--- src/core/flash_guard_pkg.sv ---
/*
  flash_guard_pkg: constants, types and register map for the flash
  protection, vector redirection and security guard.
  Assumes a 16-bit CPU address space and an 8-bit memory data path.
*/
package flash_guard_pkg;

  // option bytes in flash, fetched by the reset loader
  localparam logic [15:0] PROT_BYTE_ADDR = 16'hffbd;
  localparam logic [15:0] OPT_BYTE_ADDR  = 16'hffbf;

  // protection byte layout
  localparam int          PROT_DIS_BIT  = 0;
  localparam int          PROT_SIZE_LSB = 1;
  localparam int          PROT_SIZE_W   = 7;
  localparam int          PROT_GRAN_W   = 9;      // 512-byte steps
  localparam logic [16:0] PROT_STEP     = 17'h00200;
  localparam logic [16:0] ADDR_TOP      = 17'h10000;

  // option byte layout
  localparam int          REDIR_DIS_BIT = 6;
  localparam int          SEC_LSB       = 0;
  localparam int          SEC_W         = 2;

  // vector area at the top of flash
  localparam logic [15:0] VEC_BASE      = 16'hffc0;
  localparam logic [15:0] VEC_LAST      = 16'hfffd;
  localparam logic [15:0] RESET_VEC     = 16'hfffe;

  // register bus byte offsets
  localparam logic [7:0]  REG_STATUS    = 8'h00;
  localparam logic [7:0]  REG_WORK_OPT  = 8'h04;
  localparam logic [7:0]  REG_PROT_COPY = 8'h08;
  localparam logic [7:0]  REG_CMD_ADDR  = 8'h0c;
  localparam logic [7:0]  REG_CMD       = 8'h10;

  // status register bits
  localparam int ST_LOADED  = 0;
  localparam int ST_SECURE  = 1;
  localparam int ST_PROT_ON = 2;
  localparam int ST_REDIR   = 3;
  localparam int ST_REFUSED = 4;
  localparam int ST_BLOCKED = 5;

  typedef enum logic [2:0] {
    S_LD_PROT   = 3'b000,
    S_LD_PROT_W = 3'b001,
    S_LD_OPT    = 3'b010,
    S_LD_OPT_W  = 3'b011,
    S_IDLE      = 3'b100,
    S_ACC       = 3'b101
  } guard_state_e;

  typedef struct packed {
    logic        we;     // 1 write, 0 read
    logic        vec;    // vector fetch
    logic        dbg;    // access from background_debug_mode
    logic [15:0] addr;
    logic [15:0] pc;     // address of the executing code
    logic [7:0]  wdata;
  } cpu_req_s;

  typedef struct packed {
    logic        rd;
    logic        wr;
    logic [15:0] addr;
    logic [7:0]  wdata;
  } mem_req_s;

endpackage : flash_guard_pkg

--- src/core/flash_guard.sv ---
/*
  flash_guard: sits between the CPU core / debug port and the flash and
  RAM arrays. Loads the option bytes at reset, applies block
  protection, vector redirection and security, and gates flash
  program/erase commands. Registers on an Avalon-MM slave.
  Assumes a memory that answers a read with data valid one cycle after
  it samples the request, and a CPU that holds its request until ack.
*/
`timescale 1ns/1ns
`default_nettype none

// Function
// - protection is on only while the disable bit 0 of the protection byte is zero.
// - a protection byte of 0xf8 protects 0xfa00 through 0xffff.
// - with any protection on, the vector locations at the top are protected too.
// - redirection is allowed when the redirect-disable bit of the option byte is zero.
// - redirection happens only when part, but not all, of flash is protected.
// - vector fetches in 0xffc0-0xfffd are redirected, the reset pair never is.
// - redirected vectors come from a table just below the protected start.
// - with security engaged, all flash and RAM are secure locations.
// - direct-page, high-page registers and the debug block are never secure.
// - code running from secure memory has normal access everywhere.
// - secure locations reached from unsecured code or debug are blocked.
// - security follows the two-bit field of the working option register.
// - each reset reloads the option bytes and later decisions use the copy.
module flash_guard #(
  parameter logic [15:0] FLASH_BASE    = 16'hc000,
  parameter logic [15:0] RAM_BASE      = 16'h0080,
  parameter logic [15:0] RAM_LAST      = 16'h047f,
  parameter logic [1:0]  UNSEC_PATTERN = 2'b10
) (
  // clock and reset
  input  wire logic                     CLK,
  input  wire logic                     SRST,
  // cpu and debug access
  input  wire logic                     CPU_REQ,
  input  wire flash_guard_pkg::cpu_req_s CPU_CMD,
  output var  logic                     CPU_ACK,
  output var  logic [7:0]               CPU_RDATA,
  output var  logic                     CPU_BLOCKED,
  // memory arrays
  output var  flash_guard_pkg::mem_req_s MEM_REQ,
  input  wire logic [7:0]               MEM_RDATA,
  // flash program/erase command
  output var  logic                     FLASH_CMD_STB,
  output var  logic [15:0]              FLASH_CMD_ADDR,
  output var  logic [7:0]               FLASH_CMD_CODE,
  // state
  output var  logic                     SECURE,
  // register bus
  input  wire logic [7:0]               AVS_ADDRESS,
  input  wire logic                     AVS_READ,
  input  wire logic                     AVS_WRITE,
  input  wire logic [31:0]              AVS_WRITEDATA,
  input  wire logic [3:0]               AVS_BYTEENABLE,
  output var  logic [31:0]              AVS_READDATA,
  output var  logic                     AVS_WAITREQUEST
);
  import flash_guard_pkg::*;

  guard_state_e state_r;
  logic [7:0]   prot_r;          // copy of flash_protection_byte
  logic [7:0]   working_flash_options_r;          // working_flash_options
  logic         loaded_r;
  mem_req_s     mem_r;
  logic         ack_r;
  logic [7:0]   rdata_r;
  logic         blk_r;
  logic         blk_seen_r;
  logic         secure_r;
  logic [15:0]  cmd_addr_r;
  logic         cmd_stb_r;
  logic [15:0]  cmd_addr_out_r;
  logic [7:0]   cmd_code_r;
  logic         refused_r;
  logic         av_wait_r;
  logic [31:0]  av_rdata_r;

  // protection decode
  logic          prot_on;
  logic [16:0]   prot_start;
  logic          prot_full;
  logic          prot_part;
  logic          redir_on;
  logic          sec_on;

  assign prot_on    = ~prot_r[PROT_DIS_BIT];
  // size field counts 512-byte steps; 0xf8 lands on 0xfa00
  assign prot_start = {prot_r[PROT_SIZE_LSB +: PROT_SIZE_W],
                       {PROT_GRAN_W{1'b0}}} + PROT_STEP;
  assign prot_full  = prot_on && (prot_start <= {1'b0, FLASH_BASE});
  // full protection gets no table: it would have to sit below flash
  assign prot_part  = prot_on && !prot_full;
  // no redirect when nothing or all is protected
  assign redir_on   = !working_flash_options_r[REDIR_DIS_BIT] && prot_part;
  // exactly one pattern unsecures the part
  assign sec_on     = working_flash_options_r[SEC_LSB +: SEC_W] != UNSEC_PATTERN;

  // is an address inside the protected region
  function automatic logic is_prot(input logic [15:0] a);
    // vectors count as protected whenever any protection is on
    is_prot = prot_on && (({1'b0, a} >= prot_start) || (a >= VEC_BASE));
  endfunction

  // flash and RAM are the secure locations; everything else is not
  function automatic logic is_sec_loc(input logic [15:0] a);
    is_sec_loc = (a >= FLASH_BASE) ||
                 ((a >= RAM_BASE) && (a <= RAM_LAST));
  endfunction

  // access decision for the request on the cpu port
  logic        is_redir;
  logic [15:0] map_addr;
  logic        deny;
  logic [16:0] redir_sum;

  assign redir_sum = {1'b0, CPU_CMD.addr} + prot_start;
  // reset pair sits above the window, so it always keeps its place
  assign is_redir  = redir_on && CPU_CMD.vec && !CPU_CMD.we &&
                     (CPU_CMD.addr >= VEC_BASE) &&
                     (CPU_CMD.addr <= VEC_LAST);
  // same offset in a table ending right below the protected start
  assign map_addr  = is_redir ? redir_sum[15:0] : CPU_CMD.addr;
  // secure code passes; unsecured code or debug is stopped
  assign deny      = sec_on && is_sec_loc(map_addr) &&
                     (CPU_CMD.dbg || !is_sec_loc(CPU_CMD.pc));

  // sequencer: reset loader, then one cpu access at a time
  always_ff @(posedge CLK) begin
    if (SRST) begin
      state_r <= S_LD_PROT;
      mem_r   <= '0;
      ack_r   <= 1'b0;
      rdata_r <= 8'h00;
      blk_r   <= 1'b0;
    end else begin
      ack_r <= 1'b0;
      case (state_r)
        S_LD_PROT: begin
          mem_r.rd   <= 1'b1;
          mem_r.addr <= PROT_BYTE_ADDR;
          state_r    <= S_LD_PROT_W;
        end
        S_LD_PROT_W: begin
          if (!mem_r.rd) begin
            state_r <= S_LD_OPT;
          end
          mem_r.rd <= 1'b0;
        end
        S_LD_OPT: begin
          mem_r.rd   <= 1'b1;
          mem_r.addr <= OPT_BYTE_ADDR;
          state_r    <= S_LD_OPT_W;
        end
        S_LD_OPT_W: begin
          if (!mem_r.rd) begin
            state_r <= S_IDLE;
          end
          mem_r.rd <= 1'b0;
        end
        S_IDLE: begin
          // ack_r guard: the cpu still holds its request in the ack cycle
          if (CPU_REQ && !ack_r) begin
            if (deny) begin
              // answered here without a memory cycle, so a denied write
              // can never reach an array, whatever the pc claims
              // write dropped, read returns zeros
              ack_r   <= 1'b1;
              rdata_r <= 8'h00;
              blk_r   <= 1'b1;
            end else begin
              mem_r.rd    <= !CPU_CMD.we;
              mem_r.wr    <= CPU_CMD.we;
              mem_r.addr  <= map_addr;
              mem_r.wdata <= CPU_CMD.wdata;
              blk_r       <= 1'b0;
              state_r     <= S_ACC;
            end
          end
        end
        S_ACC: begin
          mem_r.rd <= 1'b0;
          mem_r.wr <= 1'b0;
          if (!mem_r.rd && !mem_r.wr) begin
            ack_r   <= 1'b1;
            rdata_r <= MEM_RDATA;
            state_r <= S_IDLE;
          end
        end
        default: begin
          state_r <= S_LD_PROT;
          mem_r   <= '0;
        end
      endcase
    end
  end

  // option copies: preset at reset, filled by the loader
  always_ff @(posedge CLK) begin
    if (SRST) begin
      prot_r   <= 8'hff;     // read as unprotected until loaded
      working_flash_options_r   <= 8'h00;     // secure until loaded, the safe side
      loaded_r <= 1'b0;
    end else begin
      if (state_r == S_LD_PROT_W && !mem_r.rd) begin
        prot_r <= MEM_RDATA;
      end
      if (state_r == S_LD_OPT_W && !mem_r.rd) begin
        working_flash_options_r   <= MEM_RDATA;
        loaded_r <= 1'b1;
      end
    end
  end

  // security level for the outside world, registered
  always_ff @(posedge CLK) begin
    if (SRST) begin
      secure_r <= 1'b1;
    end else begin
      secure_r <= sec_on;
    end
  end

  // register bus write and read strobes, taken while waitrequest is low
  logic        wr_go;
  logic        rd_go;
  logic        cmd_hit;
  logic        cmd_refuse;
  logic [31:0] rd_mux;

  assign wr_go      = AVS_WRITE && !av_wait_r;
  assign rd_go      = AVS_READ && !av_wait_r;
  assign cmd_hit    = wr_go && (AVS_ADDRESS == REG_CMD) && AVS_BYTEENABLE[0];
  // commands into the protected region never reach flash
  assign cmd_refuse = cmd_hit && is_prot(cmd_addr_r);

  // one wait cycle then a single answer cycle per request
  always_ff @(posedge CLK) begin
    if (SRST) begin
      av_wait_r <= 1'b1;
    end else begin
      av_wait_r <= !((AVS_READ || AVS_WRITE) && av_wait_r);
    end
  end

  // read mux; unmapped offsets read as zero
  always_comb begin
    rd_mux = 32'h0000_0000;
    case (AVS_ADDRESS)
      REG_STATUS: begin
        rd_mux[ST_LOADED]  = loaded_r;
        rd_mux[ST_SECURE]  = sec_on;
        rd_mux[ST_PROT_ON] = prot_on;
        rd_mux[ST_REDIR]   = redir_on;
        rd_mux[ST_REFUSED] = refused_r;
        rd_mux[ST_BLOCKED] = blk_seen_r;
      end
      REG_WORK_OPT:  rd_mux[7:0]  = working_flash_options_r;
      REG_PROT_COPY: rd_mux[7:0]  = prot_r;
      REG_CMD_ADDR:  rd_mux[15:0] = cmd_addr_r;
      default:       rd_mux = 32'h0000_0000;
    endcase
  end

  always_ff @(posedge CLK) begin
    if (SRST) begin
      av_rdata_r <= 32'h0000_0000;
    end else if ((AVS_READ || AVS_WRITE) && av_wait_r) begin
      av_rdata_r <= AVS_READ ? rd_mux : 32'h0000_0000;
    end
  end

  // command address, byte lanes 0 and 1
  always_ff @(posedge CLK) begin
    if (SRST) begin
      cmd_addr_r <= 16'h0000;
    end else if (wr_go && AVS_ADDRESS == REG_CMD_ADDR) begin
      if (AVS_BYTEENABLE[0]) begin
        cmd_addr_r[7:0] <= AVS_WRITEDATA[7:0];
      end
      if (AVS_BYTEENABLE[1]) begin
        cmd_addr_r[15:8] <= AVS_WRITEDATA[15:8];
      end
    end
  end

  // command launch: one-cycle strobe with address and code
  always_ff @(posedge CLK) begin
    if (SRST) begin
      cmd_stb_r      <= 1'b0;
      cmd_addr_out_r <= 16'h0000;
      cmd_code_r     <= 8'h00;
    end else begin
      cmd_stb_r <= cmd_hit && !cmd_refuse;
      if (cmd_hit && !cmd_refuse) begin
        cmd_addr_out_r <= cmd_addr_r;
        cmd_code_r     <= AVS_WRITEDATA[7:0];
      end
    end
  end

  // sticky flags; a new event beats a clear in the same cycle
  logic clr_stat;
  assign clr_stat = wr_go && (AVS_ADDRESS == REG_STATUS) && AVS_BYTEENABLE[0];

  always_ff @(posedge CLK) begin
    if (SRST) begin
      refused_r <= 1'b0;
    end else if (cmd_refuse) begin
      refused_r <= 1'b1;
    end else if (clr_stat && AVS_WRITEDATA[ST_REFUSED]) begin
      refused_r <= 1'b0;
    end
  end

  always_ff @(posedge CLK) begin
    if (SRST) begin
      blk_seen_r <= 1'b0;
    end else if (state_r == S_IDLE && CPU_REQ && !ack_r && deny) begin
      blk_seen_r <= 1'b1;
    end else if (clr_stat && AVS_WRITEDATA[ST_BLOCKED]) begin
      blk_seen_r <= 1'b0;
    end
  end

  // outputs straight from flip-flops
  assign CPU_ACK         = ack_r;
  assign CPU_RDATA       = rdata_r;
  assign CPU_BLOCKED     = blk_r;
  assign MEM_REQ         = mem_r;
  assign FLASH_CMD_STB   = cmd_stb_r;
  assign FLASH_CMD_ADDR  = cmd_addr_out_r;
  assign FLASH_CMD_CODE  = cmd_code_r;
  assign SECURE          = secure_r;
  assign AVS_READDATA    = av_rdata_r;
  assign AVS_WAITREQUEST = av_wait_r;

endmodule // flash_guard

`default_nettype wire

--- config.mk ---
export PLATFORM = sky130hd
export DESIGN_NAME = flash_guard
export DESIGN_NICKNAME = d
export VERILOG_FILES = /design/src/core/flash_guard_pkg.sv /design/src/core/flash_guard.sv
export SDC_FILE = /design/constraint.sdc
export NUM_CORES = 1
export LEC_CHECK = 0
export BUFFER_PORTS_ARGS = -buffer_cell sky130_fd_sc_hd__buf_4
export CORE_ASPECT_RATIO = 1.25
export CORE_UTILIZATION = 55
export DETAILED_ROUTE_END_ITERATION = 8
export GPL_ROUTABILITY_DRIVEN = 0
export PLACE_DENSITY = 0.89
export SLEW_MARGIN = 20
export SYNTH_ARGS = -nofsm -noshare
export SYNTH_HDL_FRONTEND = slang
export SYNTH_SLANG_ARGS = --single-unit
--- constraint.sdc ---
create_clock -name CLK -period 5.35 [get_ports CLK]
set_clock_uncertainty 0.05 [all_clocks]
set_input_delay 0.2675 -clock CLK [delete_from_list [all_inputs] [get_ports CLK]]
set_output_delay 0.2675 -clock CLK [all_outputs]
set_load 0.01 [all_outputs]
==> impl_metrics.env <==
export IMPL_status="completed"
export IMPL_core_area_mm2=0.01062
export IMPL_r2r_slack_ns=1.33
export IMPL_hp_start="MEM_RDATA[6]"
export IMPL_stdcell_count=954
export IMPL_fillers=747
export IMPL_synth_xor_area_share_pct=2.405
export IMPL_hold_viol=0
export IMPL_ys_seq_elements=117
export IMPL_vias=5685
export IMPL_cts_buffer_depth=2
export IMPL_track_usage_pct=29.63
export IMPL_cp_required_ns=5.60
export IMPL_rsz0062_at_grt="no"
export IMPL_rows=42
export IMPL_netlist_area_mm2=0.006036
export IMPL_setup_viol=0
export IMPL_synth_simple_area_share_pct=19.96
export IMPL_grt_pass1_vias=5612
export IMPL_multi_input_area_mm2=0.003373
export IMPL_slew_headroom_pct=25.51
export IMPL_synth_edf_count=0
export IMPL_cts_tree="done"
export IMPL_arrival_ns=4.27
export IMPL_crit_path_end_kind="flip-flop"
export IMPL_synth_flop_cell="dfxtp_1"
export IMPL_start_util_pct=56.86
export IMPL_crit_fanout=21
export IMPL_yosysUniqueCellTypes=67
export IMPL_dp_cells=922
export IMPL_hpwl_um=11610
export IMPL_muxShareOfSynthArea_pct=13.50
export IMPL_synth_compound_area_share_pct=15.86
export IMPL_drt_iter0_markers=313
export IMPL_htree_levels=4
export IMPL_yosys_warnings=0
export IMPL_dieArea_mm2=0.01140
export IMPL_period_share_pct=75.06
export IMPL_ant_nets=0
export IMPL_post_route_min_period_ns=4.016
export IMPL_viasPerCell=5.959
export IMPL_synth_top_cells_by_count="dfxtp_1 (117), nor2_1 (86), nand2_1 (54)"
export IMPL_numCtsBuffers=17
export IMPL_ir_drop_mv=0.2613
export IMPL_setup_tns_final_ns=0
export IMPL_ys_seq_area_share_pct=38.81
export IMPL_io_buffers=153
export IMPL_r2r_start="prot_r[2]$_SDFFE_PP1P_"
export IMPL_antenna_found_initial=0
export IMPL_cts_resized_gates=0
export IMPL_yosysTopAreaCell="dfxtp_1"
export IMPL_syn_inst=674
export IMPL_drc=0
export IMPL_holdPathEnd="CPU_RDATA[6]$_SDFFE_PP0P_"
export IMPL_die_y_um=119.1
export IMPL_io_pins=195
export IMPL_p_per_area_mw_per_mm2=331.0
export IMPL_hp_class="input pin to flip-flop"
export IMPL_area_growth_syn_to_layout_pct=28.90
export IMPL_synth_adder_area_share_pct=2.819
export IMPL_grt_ovfl_total=0
export IMPL_yosysMostFrequentCell="dfxtp_1"
export IMPL_max_freq_ghz=0.2490
export IMPL_r2r_cells=14
export IMPL_critPathKind="flip-flop to flip-flop"
export IMPL_max_cap_violations=0
export IMPL_regToRegEndpoint="MEM_REQ[20]$_SDFFE_PP0P_"
export IMPL_synth_async_sr_flop_share_pct=0
export IMPL_slew_viol_final=0
export IMPL_grt_max_degree=118
export IMPL_drt_total_wl_um=16680
export IMPL_post_route_util_pct=73.29
export IMPL_drive_gt1_share_pct=28.22
export IMPL_start_kind="flip-flop"
export IMPL_diodes=0
export IMPL_grt_first_pass_wirelength_um=26350
export IMPL_die_x_um=95.70
export IMPL_synth_top_family_by_area="simple AND/OR/NAND/NOR gates"
export IMPL_clk_pin_slew_ns=0.06
export IMPL_worst_slew_pin_slew_ns=1.117
export IMPL_synth_top_cell_area_share_pct=38.81
export IMPL_p_leak_nw=3.377
export IMPL_wl_per_cell_um=17.48
export IMPL_ys_top_cells_by_area="dfxtp_1 (39%), mux2i_1 (8.5%), nor2_1 (5.3%)"
export IMPL_whs_ns=0.03173
export IMPL_final_nets=922
export IMPL_register_area_mm2=0.002342
export IMPL_dr_pass1_iters=5
export IMPL_root_buffer="clkbuf_16"
export IMPL_insertion_delay_ns=0.42
export IMPL_cts_sinks=117
export IMPL_hold_buffers=0
export IMPL_synth_avg_cell_area_um2=8.955
export IMPL_postCtsSetupRepairBufs=0
export IMPL_min_path_cells=3
-- through the flow --
step | power, W | instance area [µm²] | worst slack, ns
after floorplan | 0.001241 | 6092 | 2.126
after global placement | 0.001354 | 7137 | 1.574
after detailed placement | 0.001375 | 7137 | 1.444
after CTS | 0.002576 | 7764 | 1.409
after global routing | 0.002661 | 7780 | 1.089
final | 0.002576 | 7780 | 1.334
-- layout make-up --
cell class                 count  share of cell area, %
sequential                   117                  30.11
clock inverter                14                  2.412
clock buffer                  18                  5.645
multi-input combinational    492                  43.36
timing repair buffer         157                  15.20
inverter                      24                  1.158
tap                          132                  2.123
-- layer usage --
layer  GRT usage [%]  up-vias  wire (µm)
met5               0        -          0
met4           14.74        0        564
met3           5.939       60       1165
met2           52.72      270       8589
met1           32.60     2694       6361
li1                -     2661          -
-- state kept, by name (all words and copies together), names as in the netlist, 8 cells and up --
name and count:
AVS_READDATA 16, CPU_RDATA 8, MEM_REQ 26, working_flash_options_r 8, cmd_addr_r 16, FLASH_CMD_CODE 8, FLASH_CMD_ADDR 16, prot_r 8
-- worst max path at each step --
stage	start	to	cells after the start
2_1_floorplan	prot_r[2]$_SDFFE_PP1P_	MEM_REQ[11]$_SDFFE_PP0P_	14
3_3_place_gp	prot_r[2]$_SDFFE_PP1P_	MEM_REQ[16]$_SDFFE_PP0P_	14
3_5_place_dp	prot_r[2]$_SDFFE_PP1P_	MEM_REQ[10]$_SDFFE_PP0P_	14
4_1_cts	prot_r[2]$_SDFFE_PP1P_	MEM_REQ[10]$_SDFFE_PP0P_	14
5_1_grt	prot_r[2]$_SDFFE_PP1P_	MEM_REQ[8]$_SDFFE_PP0P_	14
6_report	prot_r[2]$_SDFFE_PP1P_	MEM_REQ[20]$_SDFFE_PP0P_	14
-- where the power goes --
part           internal (W)  leakage (nW)  switching, W
sequential         0.000901         0.949     0.0000311
combinational      0.000194          2.12      0.000243
clock              0.000760         0.306      0.000446
-- layout by cell type, fill, tap and decap left out, types with 4 or more instances in the layout --
master / netlist / layout
nor2b_1: 18 / 18
a32oi_1: 10 / 10
inv_1: 23 / 23
nand4_1: 7 / 7
o41ai_1: 8 / 8
and3_1: 5 / 5
dfxtp_1: 117 / 117
and2_1: 4 / 4
inv_6: 0 / 8
nor3_1: 11 / 11
o21ai_0: 18 / 18
buf_4: 16 / 156
clkbuf_16: 0 / 17
a2bb2oi_1: 8 / 8
a22oi_1: 16 / 16
xor2_1: 6 / 6
nor4_1: 5 / 4
ha_1: 12 / 12
conb_1: 1 / 16
xnor2_1: 8 / 8
nor2_1: 86 / 85
a21oi_1: 38 / 38
nand2_1: 54 / 54
a31oi_1: 4 / 4
nand2b_1: 9 / 9
nor3b_1: 8 / 8
mux2i_1: 51 / 51
or3b_2: 9 / 9
nand3_1: 11 / 11
mux4_2: 5 / 5
mux2_2: 15 / 15
a211oi_1: 4 / 4
-- worst max-delay path: stages (launching register included) --
cell and delay (ns):
dfxtp_1 0.48, ha_1 0.30, nand3_1 0.18, xor2_1 0.26, inv_1 0.08, ha_1 0.32, inv_1 0.08, a211oi_1 0.24
o221ai_2 0.19, and2_1 0.22, a221oi_1 0.31, a2bb2oi_2 0.09, buf_4 0.21, o21ai_4 0.48, mux2_2 0.40
-- cells by family (layout without fill, tap and decap cells) --
logic type,count (synthesis),in the layout
adder cells (fa/ha/maj),13,13
AND/OR/NAND/NOR,242,242
other,1,16
XOR/XNOR,15,15
AO/OA/AOI/OAI,133,133
buffers and inverters,80,213
multiplexers,73,73
flip-flops,117,117
Power figures use the tool's default switching activity.
